[config.mk]
export PLATFORM = sky130hd
export DESIGN_NAME = hfac_clock_ctrl
export DESIGN_NICKNAME = d
export VERILOG_FILES = /design/src/core/hfac_divider.v /design/src/core/hfac_qualify.v /design/src/core/hfac_clock_ctrl.v
export VERILOG_INCLUDE_DIRS = /design/src /design/src/core
export SDC_FILE = /design/constraint.sdc
export NUM_CORES = 1
export LEC_CHECK = 0
export ABC_AREA = 1
export BUFFER_PORTS_ARGS = -buffer_cell sky130_fd_sc_hd__buf_2
export CORE_ASPECT_RATIO = 1.75
export CORE_MARGIN = 5
export CORE_UTILIZATION = 46
export DETAILED_ROUTE_END_ITERATION = 10
export PLACE_DENSITY_LB_ADDON = 0.25
export RECOVER_POWER = 25
export SYNTH_ARGS = -nofsm -noshare
export SYNTH_HDL_FRONTEND = slang
export SYNTH_SLANG_ARGS = --single-unit
[constraint.sdc]
create_clock -name i_core_clk -period 3.6 [get_ports i_core_clk]
set_clock_uncertainty 0.1 [all_clocks]
set_input_delay 0.72 -clock i_core_clk [delete_from_list [all_inputs] [get_ports i_core_clk]]
set_output_delay 0.72 -clock i_core_clk [all_outputs]
set_load 0.02 [all_outputs]
[src/core/hfac_consts.vh]
/*
  constants for the fast crystal autostart clock control block: register offsets,
  field positions, reset values, energy mode codes and source select codes.
  assumes it is included by bare name from the core design files.
*/
`ifndef HFAC_CONSTS_VH
`define HFAC_CONSTS_VH

// register byte offsets
`define HFAC_OFS_CTRL 8'h00
`define HFAC_OFS_XCTRL 8'h04
`define HFAC_OFS_OSCCMD 8'h08
`define HFAC_OFS_SELCMD 8'h0C
`define HFAC_OFS_STATUS 8'h10
`define HFAC_OFS_FLAGS 8'h14
`define HFAC_OFS_FLAGCLR 8'h18
`define HFAC_OFS_FLAGEN 8'h1C
`define HFAC_OFS_XCFG 8'h20
`define HFAC_OFS_ROUTE 8'h24
`define HFAC_OFS_EXPDIV 8'h28
`define HFAC_OFS_RETAIN 8'h2C

// control register fields
`define HFAC_CTRL_SEL0_LSB 0
`define HFAC_CTRL_SEL1_LSB 5
`define HFAC_CTRL_WAIT_BIT 16
`define HFAC_CTRL_RESET 32'h0000_0000

// crystal control fields
`define HFAC_XCTRL_AEN_BIT 0
`define HFAC_XCTRL_ASEL_BIT 1

// oscillator command bits (write one)
`define HFAC_CMD_XEN_BIT 0
`define HFAC_CMD_XDIS_BIT 1
`define HFAC_CMD_RCEN_BIT 2
`define HFAC_CMD_RCDIS_BIT 3

// flag bits
`define HFAC_FLG_DISERR 0
`define HFAC_FLG_AUTOSW 1
`define HFAC_FLG_RCOFF 2
`define HFAC_FLG_CFGERR 3
`define HFAC_FLG_W 4

// retain register bits
`define HFAC_RET_SLOW 0
`define HFAC_RET_ULTRA 1
`define HFAC_RET_LFE 2
`define HFAC_RET_CRYO 3
`define HFAC_RET_RFS 4
`define HFAC_RET_ADC 5
`define HFAC_RET_ULF_SRC 6

// energy modes
`define HFAC_EM_ACTIVE 3'h0
`define HFAC_EM_SLEEP 3'h1
`define HFAC_EM_DEEP 3'h2
`define HFAC_EM_STOP 3'h3
`define HFAC_EM_HIBER 3'h4
`define HFAC_EM_SHUT 3'h5

// main source select codes
`define HFAC_SRC_RC 2'h0
`define HFAC_SRC_XTAL 2'h1
`define HFAC_SRC_SLOWX 2'h2
`define HFAC_SRC_SLOWRC 2'h3

// output select codes
`define HFAC_OUT_OFF 4'h0
`define HFAC_OUT_ULF 4'h1
`define HFAC_OUT_LRC 4'h2
`define HFAC_OUT_LXT 4'h3
`define HFAC_OUT_HXT 4'h6
`define HFAC_OUT_EXP 4'h7
`define HFAC_OUT_ULFQ 4'h9
`define HFAC_OUT_LRCQ 4'hA
`define HFAC_OUT_LXTQ 4'hB
`define HFAC_OUT_HRCQ 4'hC
`define HFAC_OUT_AUXQ 4'hD
`define HFAC_OUT_HXTQ 4'hE
`define HFAC_OUT_SRC 4'hF

`endif

[src/core/hfac_divider.v]
/*
  export prescaler: divides the main clock stand-in by ratio+1 into a
  roughly half duty level. assumes one clock, synchronous reset.
*/
`timescale 1ns/1ps
module hfac_divider #(
  parameter W = 5
) (
  // clock and reset
  input wire i_core_clk,
  input wire i_rst,
  // control
  input wire [W-1:0] i_ratio,
  input wire i_run,
  // output
  output reg o_level
);
  reg [W-1:0] cnt_reg;

  // exported clock is the main clock divided by ratio+1; even ratios give skewed duty
  always @(posedge i_core_clk) begin
    if (i_rst || !i_run) begin
      cnt_reg <= {W{1'b0}};
      o_level <= 1'b0;
    end else begin
      if (cnt_reg >= i_ratio) begin
        cnt_reg <= {W{1'b0}};
      end else begin
        cnt_reg <= cnt_reg + {{(W-1){1'b0}}, 1'b1};
      end
      // one extra bit so the largest ratio does not wrap and kill the clock
      o_level <= ({1'b0, cnt_reg} <
        (({1'b0, i_ratio} + {{W{1'b0}}, 1'b1}) >> 1)) ? 1'b1 : 1'b0;
    end
  end
endmodule

[src/core/hfac_qualify.v]
/*
  qualifier for one oscillator: synchronises its ready pin through three stages
  and passes the raw clock level only once ready has been seen steady.
  assumes the ready pin comes from outside the core clock domain.
*/
`timescale 1ns/1ps
module hfac_qualify (
  // clock and reset
  input wire i_core_clk,
  input wire i_rst,
  // oscillator side
  input wire i_ready,
  input wire i_clk_level,
  // qualified outputs
  output reg o_ready,
  output wire o_qual
);
  reg s1_reg;
  reg s2_reg;
  reg s3_reg;

  always @(posedge i_core_clk) begin
    if (i_rst) begin
      s1_reg <= 1'b0;
      s2_reg <= 1'b0;
      s3_reg <= 1'b0;
      o_ready <= 1'b0;
    end else begin
      s1_reg <= i_ready;
      s2_reg <= s1_reg;
      s3_reg <= s2_reg;
      if (s2_reg == s3_reg) begin
        o_ready <= s2_reg;
      end
    end
  end

  // gating until ready hides start-up glitches and duty skew
  assign o_qual = o_ready & i_clk_level;
endmodule

[src/core/hfac_clock_ctrl.v]
/*
  fast crystal autostart clock control: energy-mode oscillator gating,
  autostart enable/select of the fast crystal, error and status flags,
  two clock output pins and the low-power bus wait-state bit.
  assumes a register master on the plain strobe port, oscillator enables
  consumed by analog blocks, and ready pins arriving asynchronously.
*/
// Decided for this implementation: the placing of the registers and strobed register access.
`timescale 1ns/1ps
`include "hfac_consts.vh"

// Contract
// - auto-enable fast crystal in active/sleep when either autostart bit set
// - auto-select fast crystal in active/sleep when autostart-select bit set
// - crystal disable ignored under auto-enable; sets disable error flag
// - other source select ignored under auto-select; sets disable error flag
// - these ignored attempts never set the configuration error flag
// - without autostart, disable/deselect always honoured, no error flag
// - hardware turns crystal off only entering deep-sleep, stop or hibernate/shutoff
// - auto-select switches source at once, not waiting for crystal ready
// - automatic switch to crystal sets the auto-switch flag
// - after auto switch, fast RC turned off if running, flag raised
// - wait bit inserts low-power bus wait states; required above 32 MHz
// - fast oscillators and clocks on in active/sleep, off from deep-sleep
// - aux RC off in deep-sleep/stop unless ADC uses it, off in hibernate/shutoff; code also keeps it on in deep-sleep/stop when the ADC retain bit is set
// - slow oscillators on except stop; hibernate/shutoff only when retained
// - ultra-slow RC always on except shutoff unless retained
// - in stop, low-freq clocks run only with ultra-slow RC source
// - hibernate: E, cryo, RF retainable; shutoff: cryo, RF only
// - two clock pins with own selects, each gated by its pin enable
// - qualified clocks glitch-free; exported clock is main clock over prescaler
// - crystal timing registers written while busy set configuration error flag
module hfac_clock_ctrl #(
  parameter DIVW = 5
) (
  // clock and reset
  input wire i_core_clk,
  input wire i_rst,
  // register port
  input wire [7:0] i_addr,
  input wire [31:0] i_wdata,
  input wire i_wr,
  input wire i_rd,
  output reg [31:0] o_rdata,
  // energy mode and requests
  input wire [2:0] i_energy_mode,
  input wire i_crystal_request,
  input wire i_crystal_sync_busy,
  input wire i_adc_uses_aux,
  // oscillator ready pins and raw clock levels
  input wire i_fast_crystal_osc_ready,
  input wire i_fast_rc_osc_ready,
  input wire i_fast_crystal_osc_clk,
  input wire i_fast_rc_osc_clk,
  input wire i_aux_fast_rc_osc_clk,
  input wire i_slow_rc_osc_clk,
  input wire i_slow_crystal_osc_clk,
  input wire i_ultra_slow_rc_osc_clk,
  // oscillator enables
  output reg o_fast_crystal_osc_en,
  output reg o_fast_rc_osc_en,
  output reg o_aux_fast_rc_osc_en,
  output reg o_slow_rc_osc_en,
  output reg o_slow_crystal_osc_en,
  output reg o_ultra_slow_rc_osc_en,
  // clock gates
  output reg [1:0] o_source_clock_sel,
  output reg o_main_clock_en,
  output reg o_aux_clock_en,
  output reg o_low_freq_a_clock_en,
  output reg o_low_freq_b_clock_en,
  output reg o_low_freq_e_clock_en,
  output reg o_watchdog_clock_en,
  output reg o_cryo_timer_clock_en,
  output reg o_rf_sense_clock_en,
  output reg o_low_power_bus_wait,
  // pins and interrupt
  output reg o_clk_out0,
  output reg o_clk_out1,
  output reg o_irq
);
  reg [31:0] ctrl_reg;
  reg [1:0] auto_reg;
  reg [1:0] pen_reg;
  reg [DIVW-1:0] expdiv_reg;
  reg [6:0] retain_reg;
  reg [`HFAC_FLG_W-1:0] flags_reg;
  reg [`HFAC_FLG_W-1:0] flagen_reg;
  reg xtal_sw_reg;
  reg rc_sw_reg;
  reg [1:0] sel_reg;
  reg [`HFAC_FLG_W-1:0] set_next;
  reg [31:0] rdata_next;

  wire xtal_ready;
  wire rc_ready;
  wire xtal_q;
  wire rc_q;
  wire exp_level;

  wire hf_mode = (i_energy_mode == `HFAC_EM_ACTIVE) || (i_energy_mode == `HFAC_EM_SLEEP);
  wire auto_en = hf_mode && (auto_reg[`HFAC_XCTRL_AEN_BIT] || auto_reg[`HFAC_XCTRL_ASEL_BIT]);
  wire auto_sel = hf_mode && auto_reg[`HFAC_XCTRL_ASEL_BIT];
  wire em_stop = (i_energy_mode == `HFAC_EM_STOP);
  wire em_hib = (i_energy_mode == `HFAC_EM_HIBER);
  wire em_shut = (i_energy_mode == `HFAC_EM_SHUT);
  wire em_low = !hf_mode;
  wire wr_cmd = i_wr && (i_addr == `HFAC_OFS_OSCCMD);
  wire wr_sel = i_wr && (i_addr == `HFAC_OFS_SELCMD);
  wire dis_try = wr_cmd && i_wdata[`HFAC_CMD_XDIS_BIT];
  wire desel_try = wr_sel && (i_wdata[1:0] != `HFAC_SRC_XTAL);
  wire switching = auto_sel && (sel_reg != `HFAC_SRC_XTAL);

  hfac_qualify u_q_xtal (
    .i_core_clk(i_core_clk),
    .i_rst(i_rst),
    .i_ready(i_fast_crystal_osc_ready),
    .i_clk_level(i_fast_crystal_osc_clk),
    .o_ready(xtal_ready),
    .o_qual(xtal_q)
  );

  hfac_qualify u_q_rc (
    .i_core_clk(i_core_clk),
    .i_rst(i_rst),
    .i_ready(i_fast_rc_osc_ready),
    .i_clk_level(i_fast_rc_osc_clk),
    .o_ready(rc_ready),
    .o_qual(rc_q)
  );

  hfac_divider #(
    .W(DIVW)
  ) u_exp (
    .i_core_clk(i_core_clk),
    .i_rst(i_rst),
    .i_ratio(expdiv_reg),
    .i_run(o_main_clock_en),
    .o_level(exp_level)
  );

  // output multiplexer, shared by both pins
  function hfac_pick;
    input [3:0] sel;
    input xq;
    input rq;
    input ex;
    begin
      case (sel)
        `HFAC_OUT_ULF: hfac_pick = i_ultra_slow_rc_osc_clk;
        `HFAC_OUT_LRC: hfac_pick = i_slow_rc_osc_clk;
        `HFAC_OUT_LXT: hfac_pick = i_slow_crystal_osc_clk;
        `HFAC_OUT_HXT: hfac_pick = i_fast_crystal_osc_clk;
        `HFAC_OUT_EXP: hfac_pick = ex;
        `HFAC_OUT_ULFQ: hfac_pick = i_ultra_slow_rc_osc_clk & o_ultra_slow_rc_osc_en;
        `HFAC_OUT_LRCQ: hfac_pick = i_slow_rc_osc_clk & o_slow_rc_osc_en;
        `HFAC_OUT_LXTQ: hfac_pick = i_slow_crystal_osc_clk & o_slow_crystal_osc_en;
        `HFAC_OUT_HRCQ: hfac_pick = rq;
        `HFAC_OUT_AUXQ: hfac_pick = i_aux_fast_rc_osc_clk & o_aux_fast_rc_osc_en;
        `HFAC_OUT_HXTQ: hfac_pick = xq;
        `HFAC_OUT_SRC: hfac_pick = (sel_reg == `HFAC_SRC_XTAL) ? xq : rq;
        default: hfac_pick = 1'b0;
      endcase
    end
  endfunction

  // hardware flag sources for this cycle
  always @* begin
    set_next = {`HFAC_FLG_W{1'b0}};
    set_next[`HFAC_FLG_DISERR] = (dis_try && auto_en) || (desel_try && auto_sel);
    set_next[`HFAC_FLG_AUTOSW] = switching;
    set_next[`HFAC_FLG_RCOFF] = switching && rc_sw_reg;
    // ignored disable/deselect never counts as a configuration error
    set_next[`HFAC_FLG_CFGERR] = i_wr && (i_addr == `HFAC_OFS_XCFG) && i_crystal_sync_busy;
  end

  // software registers, commands and source selection
  always @(posedge i_core_clk) begin
    if (i_rst) begin
      ctrl_reg <= `HFAC_CTRL_RESET;
      auto_reg <= 2'h0;
      pen_reg <= 2'h0;
      expdiv_reg <= {DIVW{1'b0}};
      retain_reg <= 7'h00;
      flagen_reg <= {`HFAC_FLG_W{1'b0}};
      flags_reg <= {`HFAC_FLG_W{1'b0}};
      xtal_sw_reg <= 1'b0;
      rc_sw_reg <= 1'b1;
      sel_reg <= `HFAC_SRC_RC;
    end else begin
      if (i_wr) begin
        case (i_addr)
          `HFAC_OFS_CTRL: ctrl_reg <= i_wdata & 32'h0001_01EF;
          `HFAC_OFS_XCTRL: auto_reg <= i_wdata[1:0];
          `HFAC_OFS_FLAGEN: flagen_reg <= i_wdata[`HFAC_FLG_W-1:0];
          `HFAC_OFS_ROUTE: pen_reg <= i_wdata[1:0];
          `HFAC_OFS_EXPDIV: expdiv_reg <= i_wdata[DIVW-1:0];
          `HFAC_OFS_RETAIN: retain_reg <= i_wdata[6:0];
          default: ;
        endcase
      end
      // hardware set beats a simultaneous software clear
      flags_reg <= (flags_reg & ~((i_wr && (i_addr == `HFAC_OFS_FLAGCLR)) ?
        i_wdata[`HFAC_FLG_W-1:0] : {`HFAC_FLG_W{1'b0}})) | set_next;
      if (em_low) begin
        xtal_sw_reg <= 1'b0;
        rc_sw_reg <= 1'b1;
        sel_reg <= `HFAC_SRC_RC;
      end else begin
        if (wr_cmd && i_wdata[`HFAC_CMD_XEN_BIT]) begin
          xtal_sw_reg <= 1'b1;
        end else if (dis_try && !auto_en) begin
          xtal_sw_reg <= 1'b0;
        end
        if (switching) begin
          sel_reg <= `HFAC_SRC_XTAL;
          rc_sw_reg <= 1'b0;
        end else begin
          if (wr_sel && !(desel_try && auto_sel)) begin
            sel_reg <= i_wdata[1:0];
          end
          if (wr_cmd && i_wdata[`HFAC_CMD_RCEN_BIT]) begin
            rc_sw_reg <= 1'b1;
          end else if (wr_cmd && i_wdata[`HFAC_CMD_RCDIS_BIT]) begin
            rc_sw_reg <= 1'b0;
          end
        end
      end
    end
  end

  // read data in the cycle after the strobe
  always @* begin
    rdata_next = 32'h0000_0000;
    case (i_addr)
      `HFAC_OFS_CTRL: rdata_next = ctrl_reg;
      `HFAC_OFS_XCTRL: rdata_next = {30'h0, auto_reg};
      `HFAC_OFS_STATUS: rdata_next = {25'h0, i_crystal_request, rc_ready, xtal_ready,
        o_fast_rc_osc_en, o_fast_crystal_osc_en, sel_reg};
      `HFAC_OFS_FLAGS: rdata_next = {28'h0, flags_reg};
      `HFAC_OFS_FLAGEN: rdata_next = {28'h0, flagen_reg};
      `HFAC_OFS_ROUTE: rdata_next = {30'h0, pen_reg};
      `HFAC_OFS_EXPDIV: rdata_next = {{(32-DIVW){1'b0}}, expdiv_reg};
      `HFAC_OFS_RETAIN: rdata_next = {25'h0, retain_reg};
      default: rdata_next = 32'h0000_0000;
    endcase
  end

  // decoded from the strobe cycle's own address, so the word stands for
  // exactly the one cycle after the strobe and the master never waits
  always @(posedge i_core_clk) begin
    if (i_rst) begin
      o_rdata <= 32'h0000_0000;
    end else begin
      o_rdata <= 32'h0000_0000;
      if (i_rd) begin
        o_rdata <= rdata_next;
      end
    end
  end

  // energy mode gating of oscillators and clocks
  always @(posedge i_core_clk) begin
    if (i_rst) begin
      o_fast_crystal_osc_en <= 1'b0;
      o_fast_rc_osc_en <= 1'b1;
      o_aux_fast_rc_osc_en <= 1'b0;
      o_slow_rc_osc_en <= 1'b0;
      o_slow_crystal_osc_en <= 1'b0;
      o_ultra_slow_rc_osc_en <= 1'b1;
      o_source_clock_sel <= `HFAC_SRC_RC;
      o_main_clock_en <= 1'b0;
      o_aux_clock_en <= 1'b0;
      o_low_freq_a_clock_en <= 1'b0;
      o_low_freq_b_clock_en <= 1'b0;
      o_low_freq_e_clock_en <= 1'b0;
      o_watchdog_clock_en <= 1'b0;
      o_cryo_timer_clock_en <= 1'b0;
      o_rf_sense_clock_en <= 1'b0;
      o_low_power_bus_wait <= 1'b0;
      o_clk_out0 <= 1'b0;
      o_clk_out1 <= 1'b0;
      o_irq <= 1'b0;
    end else begin
      o_fast_crystal_osc_en <= hf_mode && (auto_en || xtal_sw_reg);
      o_fast_rc_osc_en <= hf_mode && rc_sw_reg;
      o_aux_fast_rc_osc_en <= hf_mode || ((i_energy_mode == `HFAC_EM_DEEP || em_stop) &&
        (i_adc_uses_aux || retain_reg[`HFAC_RET_ADC]));
      o_aux_clock_en <= hf_mode || ((i_energy_mode == `HFAC_EM_DEEP || em_stop) &&
        i_adc_uses_aux);
      o_slow_rc_osc_en <= !em_stop && (!(em_hib || em_shut) ||
        retain_reg[`HFAC_RET_SLOW]);
      o_slow_crystal_osc_en <= !em_stop && (!(em_hib || em_shut) ||
        retain_reg[`HFAC_RET_SLOW]);
      o_ultra_slow_rc_osc_en <= !em_shut || retain_reg[`HFAC_RET_ULTRA];
      o_source_clock_sel <= sel_reg;
      o_main_clock_en <= hf_mode;
      o_low_freq_a_clock_en <= !em_hib && !em_shut &&
        (!em_stop || retain_reg[`HFAC_RET_ULF_SRC]);
      o_low_freq_b_clock_en <= !em_hib && !em_shut &&
        (!em_stop || retain_reg[`HFAC_RET_ULF_SRC]);
      o_watchdog_clock_en <= !em_hib && !em_shut &&
        (!em_stop || retain_reg[`HFAC_RET_ULF_SRC]);
      o_low_freq_e_clock_en <= em_hib ? retain_reg[`HFAC_RET_LFE] :
        (!em_shut && (!em_stop || retain_reg[`HFAC_RET_ULF_SRC]));
      o_cryo_timer_clock_en <= (em_hib || em_shut) ? retain_reg[`HFAC_RET_CRYO] :
        (!em_stop || retain_reg[`HFAC_RET_ULF_SRC]);
      o_rf_sense_clock_en <= (em_hib || em_shut) ? retain_reg[`HFAC_RET_RFS] :
        (!em_stop || retain_reg[`HFAC_RET_ULF_SRC]);
      o_low_power_bus_wait <= ctrl_reg[`HFAC_CTRL_WAIT_BIT];
      o_clk_out0 <= pen_reg[0] &&
        hfac_pick(ctrl_reg[`HFAC_CTRL_SEL0_LSB +: 4], xtal_q, rc_q, exp_level);
      o_clk_out1 <= pen_reg[1] &&
        hfac_pick(ctrl_reg[`HFAC_CTRL_SEL1_LSB +: 4], xtal_q, rc_q, exp_level);
      o_irq <= |(flags_reg & flagen_reg);
    end
  end
endmodule

==> metrics.md, run 1 <==
| Metric | Value |
|---|---|
| Status | complete, no violations |
| Routed vias | 3679 |
| Die footprint | 10500 µm² |
| Final setup fails | 0 |
| Tcrit/Tclk final | 64.9% |
| Detailed-route wire length | 10.3 mm |
| Max reg flops | 10 |
| Ranking of synthesized cells by area | dfxtp_1 40%, nand2_1 9.9%, nand3_1 6.4% |
| I/O pin count | 110 |
| Die width | 79.6 µm |
| Initial antenna violation count | 0 |
| Number of flops mapped to enable cells by yosys | 0 |
| Peak VDD IR | 232 µV |
| RSZ-0062 raised after global routing | false |
| Hold/Removal Path Class | reg -> reg |
| Longest Clk Path Bufs | 2 |
| FP Rows | 44 |
| Worst Setup Start Kind | input pin |
| Placed Area | 4190 µm² |
| Routed WL per cell | 14.1 µm |
| Final Critical Period | 2.34 ns |
| Total GRT Usage | 20.2% |
| N_diodes | 0 |
| DRC violations left | 0 |
| Post-synth top area share | 40.1% |
| Crit-path max FO | 33 |
| Core ar. | 8310 µm² |
| Clock-pin slew on the worst setup and hold paths | 0.06 ns |
| H-tree Lvls | 3 |
| Post-route ant nets | 0 |
| First-pass GRT wire length | 16.6 mm |
| FMAX | 428 MHz |
| DR iter-0 viols | 243 |
| DP HPWL | 8.01 mm |
| Ys Warns | 0 |
| Mapped Cells | 546 |
| Synthesized flop and latch total | 78 |
| Die H | 132 µm |
| Setup Total Neg Slack | 0 ns |
| Count leader, synth | nand2_1 |
| Most frequent cells after synthesis | 103 x nand2_1, 78 x dfxtp_1, 66 x inv_1 |
| Fin. max-slew vios | 0 |
| Vias in the first global route | 3589 |
| Postcts setup bufs | 0 |
| CTS resizes | 0 |
| Yosys cell types | 34 |
| Power per cell area | 431 nW/µm² |
| # hold bufs at CTS | 0 |
| Initial Util | 46.8% |
| Critical path class | in -> reg |
| FILL cells | 844 |
| Worst slew pin tran | 1.20 ns |
| Clk_lat worst skew | 0.34 ns |
| Area Overhead vs Synth | 15.0% |
| Arr. time, crit path | 2.47 ns |
| Leakage | 2.00 nW |
| Port Buffer Count | 65 |
| Router iterations before antenna repair | 5 |
| Final hold viol count | 0 |
| Vias/cell | 5.06 |
| Pin count of the biggest net entering global routing | 34 |
| Final #Nets | 676 |
| Synth area leader | dfxtp_1 |
| Routability congestion estimate | 0.907 |
| Max-Cap Viols | 0 |
| Post-synthesis sequential area ratio | 40.1% |
| WP data required | 3.73 ns |
| CTS tree | done |
| Root Buffer | clkbuf_16 |
| Syn_area_per_cell | 7.13 µm² |
| Relative slew slack | 19.8% |
| Share of layout cells above drive strength 1 | 13.7% |
| Asr flop ratio synth | 0% |
| Final std cells w/o fill | 727 |
| Final Cell Area | 4480 µm² |
| CTS buffer count | 9 |
| Clk sinks | 78 |
| Placed Cells incl. Taps | 711 |
| CP endpoint kind | flip-flop |
| GRT Residual Overflow | 0 |
| Total power | 1.93 mW |
| Mapped Area | 3890 µm² |
| Top_reg_cell synth | dfxtp_1 |
==> worst max-delay path: stages <==
cell	delay [ns]
clkbuf_1	0.86
inv_1	0.14
buf_4	0.30
nand2_1	0.12
inv_1	0.04
nand4_1	0.19
nor2_1	0.07
==> worst paths after layout <==
check,start,endpoint,depth (start not counted),slack [ns]
setup / recovery,i_rst,u_exp.cnt_reg[3]$_SDFF_PP0_,7,1.26
hold / removal,u_q_xtal.s1_reg$_SDFF_PP0_,u_q_xtal.s2_reg$_SDFF_PP0_,2,0.31
setup reg to reg,expdiv_reg[0]$_SDFFE_PP0P_,u_exp.o_level$_SDFF_PP0_,7,1.81
hold reg to reg,u_q_xtal.s1_reg$_SDFF_PP0_,u_q_xtal.s2_reg$_SDFF_PP0_,2,0.31
==> stage by stage <==
| stage | utilization [%] | hold slack [ns] | setup WS, ns |
|---|---|---|---|
| CTS | 54.1 | 0.307 | 1.72 |
| floorplan | - | 0.288 | 1.81 |
| global route | 53.9 | 0.328 | 1.03 |
| global placement | 50.4 | 0.290 | 1.39 |
| detailed placement | 50.4 | 0.295 | 1.37 |
| finish | 53.9 | 0.306 | 1.26 |
==> cell type report <==
| class | count | area (µm²) | share of cell area [%] |
|---|---|---|---|
| flip-flops and latches | 78 | 1560 | 34.9 |
| inverters | 67 | 254 | 5.67 |
| repair buffers | 66 | 315 | 7.04 |
| clock buffers | 9 | 225 | 5.03 |
| well taps | 115 | 144 | 3.21 |
| clock inverters | 7 | 77.6 | 1.73 |
| multi-input cells | 385 | 1900 | 42.4 |
==> layer usage <==
layer	up-vias	wire length (µm)	GRT usage, %
met3	35	624	4.52
met4	0	477	11.7
met2	145	5290	35.8
li1	1855	-	-
met1	1644	3890	21.2
met5	-	0	0
==> cells in the final DEF (no fill, tap or decap), types with 4 or more instances in the layout <==
master     instances
inv_1             66
nand2_1          103
clkbuf_16          9
nand4_1            9
buf_2             51
ha_1              11
conb_1            22
a21oi_1           47
nor3_1             7
nor2_2             5
o21ai_0           41
nand3_1           50
xor2_1             4
clkbuf_1          14
nor2_1            60
dfxtp_1           78
==> kinds of logic after synthesis <==
| group | share of synthesized area, % |
|---|---|
| xor gates and xnor gates | 1.35 |
| other | 0.0963 |
| buffers and inverters | 13.1 |
| and+or+nand+nor | 28.3 |
| DFF | 40.1 |
| AOI/OAI and AO/OA | 13.5 |
| adders and majority gates | 3.53 |
==> power by group <==
| part | internal [mW] | switching, mW |
|---|---|---|
| clock network | 0.544 | 0.373 |
| logic | 0.0345 | 0.101 |
| registers | 0.873 | 0.00545 |
No activity file was read; power rests on OpenSTA's default activity.
==> run 2: changes to the inputs <==
Settings changed: ABC_AREA 1 to 0.
Clock period 3.6 ns to 2 ns, I/O delays scaled along.
==> metrics.md, run 2 <==
| Metric | Value |
|---|---|
| Critical path class | reg -> reg |
| Synthesized flop and latch total | 78 |
| Count leader, synth | dfxtp_1 |
| N_diodes | 0 |
| Final Critical Period | 1.90 ns |
| Int Power | 2.53 mW |
| Placed Cells incl. Taps | 628 |
| Arr. time, crit path | 2.06 ns |
| Hold/Removal Path Class | in -> reg |
| CP endpoint | u_exp.o_level$_SDFF_PP0_ |
| Commonest non-fill, non-tap cell in the layout | dfxtp_1 |
| R2R Path Start | expdiv_reg[0]$_SDFFE_PP0P_ |
| Clk sinks | 78 |
| FILL cells | 778 |
| Final Cell Area | 4640 µm² |
| Share of layout cells above drive strength 1 | 21.6% |
| Reg2Reg Depth | 7 |
| Global Route met2 Usage | 38.0% |
| Router iterations before antenna repair | 4 |
| Crit-path max FO | 5 |
| Met3 Track Usage GR | 3.15% |
| Area Overhead vs Synth | 18.6% |
| Port Buffer Count | 65 |
| Longest Clk Path Bufs | 2 |
| CTS buffer count | 9 |
| Pin count of the biggest net entering global routing | 30 |
| CP endpoint kind | flip-flop |
| Final std cells w/o fill | 644 |
| Flop-to-flop setup slack | 0.1 ns |
| Leakage | 1.84 nW |
| Fin. max-slew vios | 0 |
| Status | complete, no violations |
| Mapped Area | 3920 µm² |
| CTS tree | done |
| Net Sw Frac | 26.3% |
| H-tree Lvls | 3 |
| Simple-gate share of the synthesized area | 24.7% |
| FMAX | 525 MHz |
| Critical path origin | expdiv_reg[0]$_SDFFE_PP0P_ |
| Switch Pwr | 0.901 mW |
| Routed WL per cell | 16.5 µm |
| Postcts setup bufs | 0 |
| Worst setup margin | 0.0967 ns |
| Initial antenna violation count | 0 |
| Clock power share | 46.2% |
| Peak VDD IR | 441 µV |
| Sequential share of power | 46.1% |
| Relative slew slack | 32.3% |
| DP HPWL | 8.22 mm |
| Die footprint | 10500 µm² |
| Die H | 132 µm |
| Area fraction in compound gates after synthesis | 16.9% |
| Root Buffer | clkbuf_16 |
| Met1 Usage GRT | 22.7% |
| Commonest cells after routing, fill and taps aside | 77 x dfxtp_1, 60 x buf_2, 51 x nand2_1 |
| Post-synthesis sequential area ratio | 39.9% |
| Worst Setup Start Kind | flip-flop |
| DR iter-0 viols | 203 |
| FP Rows | 44 |
| Post-route ant nets | 0 |
| Vias in the first global route | 3412 |
| GRT Residual Overflow | 0 |
| Clock-pin slew on the worst setup and hold paths | 0.06 ns |
| Top_reg_cell synth | dfxtp_1 |
| Placed Area | 4350 µm² |
| Yosys cell types | 51 |
| Post-synthesis xor/xnor area fraction | 1.34% |
| Ys Warns | 0 |
| Final hold viol count | 0 |
| Ranking of synthesized cells by area | dfxtp_1 40%, a21oi_1 5.6%, buf_4 5.6% |
| Die width | 79.7 µm |
| Combinational family with the most area after synthesis | simple AND/OR/NAND/NOR gates |
| Clk_lat worst skew | 0.34 ns |
| Vias/cell | 5.38 |
| Detailed-route wire length | 10.6 mm |
| Routability congestion estimate | 0.947 |
| Syn_area_per_cell | 8.64 µm² |
| Combinational Power Share | 7.7% |
| Routed vias | 3464 |
| Core ar. | 8310 µm² |
| Final setup fails | 0 |
| Asr flop ratio synth | 0% |
| Tcrit/Tclk final | 95.2% |
| Mux contribution to synthesized area | 4.44% |
| Final #Nets | 593 |
| Power per cell area | 738 nW/µm² |
| Worst slew pin tran | 1.02 ns |
| Synth area leader | dfxtp_1 |
| Max reg flops | 10 |
| Total power | 3.43 mW |
| WP data required | 2.16 ns |
| Gr busiest metal | met2 |
| Pre-CTS setup slack | -0.00165 ns |
| First-pass GRT wire length | 17.3 mm |
| Most frequent cells after synthesis | 78 x dfxtp_1, 51 x nand2_1, 44 x a21oi_1 |
| Max-Cap Viols | 0 |
| Synth Area in Adders | 3.52% |
| Reg2reg end | u_exp.o_level$_SDFF_PP0_ |
| Setup Total Neg Slack | 0 ns |
| Number of flops mapped to enable cells by yosys | 0 |
| RSZ-0062 raised after global routing | false |
| Initial Util | 47.1% |
| DRC violations left | 0 |
| Mapped Cells | 453 |
| Post-synth top area share | 39.9% |
| Total GRT Usage | 21.1% |
| I/O pin count | 110 |
run 2: cell type report:
class,instances,area [µm²],share of cell area (%)
Tap cell,115,144,3.10
Multi-Input combinational cell,335,2080,44.9
Timing Repair Buffer,89,524,11.3
Inverter,11,41.3,0.889
Sequential cell,78,1560,33.7
Clock inverter,7,62.6,1.35
Clock buffer,9,225,4.85
run 2: repair_timing:
item                       CTS  global route
setup endpoints to repair    1             1
cloned                       0             0
gates resized for setup      1             2
hold buffers                 0             0
pin swaps                    0             1
run 2: cell families (layout without fill, tap and decap cells):
kind of cell | Yosys count | in the layout
xor gates and xnor gates | 6 | 6
other | 1 | 22
and+or+nand+nor | 175 | 175
adders and majority gates | 11 | 11
muxes | 17 | 17
AOI/OAI and AO/OA | 104 | 104
DFF | 78 | 78
buffers and inverters | 61 | 116
run 2: power groups by stage:
stage | Clock, mW | Sequential, mW | Combinational (mW)
after floorplan | 0 | 1.63 | 0.177
after global placement | 0 | 1.62 | 0.262
after detailed placement | 0 | 1.62 | 0.264
after CTS | 1.60 | 1.58 | 0.265
after global routing | 1.66 | 1.58 | 0.286
final | 1.58 | 1.58 | 0.265
run 2: metal layers:
metal  vias to the layer above  part of all wire [%]
met5                         -                     0
met2                       115                    54
met1                      1611                    36
met3                        32                   4.6
li1                       1706                     -
met4                         0                   4.6
run 2: critical path, stage by stage (launching register included):
cell      delay [ns]
dfxtp_2         0.35
ha_2            0.20
xnor2_1         0.16
ha_1            0.25
a21o_1          0.16
a21o_1          0.18
a21o_1          0.19
a211oi_2        0.22
run 2: how the worst min path moves through the flow:
stage                                          start                    endpoint  slack (ns)  depth (start not counted)
after floorplan             u_q_rc.s1_reg$_SDFF_PP0_    u_q_rc.s2_reg$_SDFF_PP0_        0.31                          1
after global placement    u_q_xtal.s1_reg$_SDFF_PP0_  u_q_xtal.s2_reg$_SDFF_PP0_        0.32                          1
after detailed placement    u_q_rc.s1_reg$_SDFF_PP0_    u_q_rc.s2_reg$_SDFF_PP0_        0.33                          1
after CTS                        i_fast_rc_osc_ready    u_q_rc.s1_reg$_SDFF_PP0_        0.17                          2
after global routing             i_fast_rc_osc_ready    u_q_rc.s1_reg$_SDFF_PP0_        0.19                          2
final                            i_fast_rc_osc_ready    u_q_rc.s1_reg$_SDFF_PP0_        0.16                          2
run 2: through the flow:
step | util, % | hold WS [ns]
after floorplan | - | 0.314
after global placement | 52.3 | 0.323
after detailed placement | 52.3 | 0.326
after CTS | 55.8 | 0.167
after global routing | 55.8 | 0.187
final | 55.8 | 0.164
==> run 3: changes to the inputs <==
Settings changed: CELL_PAD_IN_SITES_DETAIL_PLACEMENT from default to 1, CELL_PAD_IN_SITES_GLOBAL_PLACEMENT from default to 1, CORE_UTILIZATION 46 to 35.
==> metrics.md, run 3 (synthesis results as in run 2) <==
| Metric | Value |
|---|---|
| Status | complete, no violations |
| N_diodes | 0 |
| Net Sw Frac | 23.8% |
| Power per cell area | 717 nW/µm² |
| Critical path buffer and inverter count | 0 |
| FILL cells | 1341 |
| DP HPWL | 9.61 mm |
| Commonest non-fill, non-tap cell in the layout | dfxtp_1 |
| Fin. max-slew vios | 0 |
| FMAX | 525 MHz |
| Gr busiest metal | met2 |
| Switch Pwr | 0.789 mW |
| Max-Cap Viols | 0 |
| Routed vias | 3572 |
| Initial Util | 35.5% |
| Critical path class | reg -> reg |
| RSZ-0062 raised after global routing | false |
| Crit-path max FO | 5 |
| CP max-delay cell | dfxtp_2 |
| DR iter-0 viols | 130 |
| I/O pin count | 110 |
| Die footprint | 13500 µm² |
| Initial antenna violation count | 0 |
| First-pass GRT wire length | 19.4 mm |
| Met3 Track Usage GR | 3.87% |
| CTS tree | done |
| Arr. time, crit path | 2.05 ns |
| Port Buffer Count | 65 |
| Final #Nets | 597 |
| Core Util, Final | 41.9% |
| Setup Total Neg Slack | 0 ns |
| Worst slew pin tran | 0.695 ns |
| Commonest cells after routing, fill and taps aside | 77 x dfxtp_1, 60 x buf_2, 51 x nand2_1 |
| Post-route ant nets | 0 |
| Die width | 90.0 µm |
| GRT Residual Overflow | 0 |
| Int Power | 2.53 mW |
| Cell Chain, Critical Path | ha_1 -> xnor2_1 -> ha_1 -> a21o_1 -> a21o_1 -> a21o_1 -> a211oi_1 |
| Clock power share | 44.2% |
| Die H | 150 µm |
| CP endpoint kind | flip-flop |
| Crit path max-delay family | compound AO/OA/AOI/OAI gates |
| Pin count of the biggest net entering global routing | 30 |
| Relative slew slack | 53.7% |
| Global Route met2 Usage | 35.2% |
| Final hold viol count | 0 |
| Final setup fails | 0 |
| Leakage | 1.83 nW |
| Final Critical Period | 1.90 ns |
| Detailed-route wire length | 12.1 mm |
| Clk_lat worst skew | 0.33 ns |
| Worst Setup Start Kind | flip-flop |
| Clk sinks | 78 |
| Max reg flops | 10 |
| CP peak stage delay | 0.35 ns |
| WP data required | 2.14 ns |
| FP Rows | 51 |
| Sequential share of power | 47.7% |
| Root Buffer | clkbuf_16 |
| Longest Clk Path Bufs | 2 |
| Area Overhead vs Synth | 18.2% |
| H-tree Lvls | 3 |
| Hold/Removal Path Class | in -> reg |
| Peak VDD IR | 390 µV |
| Clock-pin slew on the worst setup and hold paths | 0.06 ns |
| Most frequent CP cell | a21o_1 |
| Combinational Power Share | 8.1% |
| Core ar. | 11000 µm² |
| Tcrit/Tclk final | 95.2% |
| Routability congestion estimate | 0.849 |
| Router iterations before antenna repair | 4 |
| Vias in the first global route | 3800 |
| Share of layout cells above drive strength 1 | 20.5% |
| DRC violations left | 0 |
| Vias/cell | 5.37 |
| CTS buffer count | 9 |
| Routed WL per cell | 18.2 µm |
| Met1 Usage GRT | 17.2% |
| Total GRT Usage | 18.0% |
==> run 3: changes by cell type in the layout (fill, tap and decap cells not counted), sizes merged <==
cell / change
clkbuf: +9
inv: -6
buf: +1
clkinv: +1
clkinvlp: -1
==> run 3: metrics by stage <==
step	worst slack, ns	hold slack [ns]	power [mW]	instance area [µm²]	cells
floorplan	0.233	0.314	1.81	3990	474
global placement	0.0593	0.331	1.88	4380	649
detailed placement	0.0178	0.328	1.89	4380	649
CTS	0.0345	0.178	3.36	4640	665
global route	0.00805	0.186	3.45	4630	665
finish	0.0967	0.187	3.32	4630	665
==> run 3: layout make-up <==
cell class                 instances  area (µm²)  share of cell area, %
clock buffer                      15         258                   5.57
timing repair buffer              93         519                   11.2
multi-input combinational        335        2070                   44.8
clock inverter                     1        5.00                  0.108
inverter                          11        41.3                  0.893
sequential                        78        1560                   33.8
tap                              132         165                   3.57
==> run 3: final timing paths <==
kind	startpoint	end	slack, ns	cells after the start
setup / recovery	expdiv_reg[0]$_SDFFE_PP0P_	u_exp.o_level$_SDFF_PP0_	0.1	7
hold / removal	i_fast_crystal_osc_ready	u_q_xtal.s1_reg$_SDFF_PP0_	0.19	2
setup reg to reg	expdiv_reg[0]$_SDFFE_PP0P_	u_exp.o_level$_SDFF_PP0_	0.1	7
hold reg to reg	u_q_xtal.s1_reg$_SDFF_PP0_	u_q_xtal.s2_reg$_SDFF_PP0_	0.34	1
==> run 3: power by group through the flow <==
stage | registers (mW) | clock network, mW | logic (mW)
final | 1.58 | 1.47 | 0.267
after global routing | 1.58 | 1.58 | 0.288
after CTS | 1.58 | 1.51 | 0.272
after detailed placement | 1.62 | 0 | 0.270
after global placement | 1.62 | 0 | 0.267
after floorplan | 1.63 | 0 | 0.177
==> run 3: timing repair <==
item,CTS,global route
hold buffers,0,0
buffers inserted,0,0
gates resized for setup,0,1
setup endpoints to repair,0,1
==> run 3: metal layers <==
| layer | up-vias | routed length [µm] | part of all wire, % |
|---|---|---|---|
| li1 | 1711 | - | - |
| met1 | 1746 | 4160 | 34 |
| met2 | 84 | 7040 | 58 |
| met3 | 31 | 480 | 4.0 |
| met4 | 0 | 441 | 3.6 |
| met5 | - | 0 | 0 |
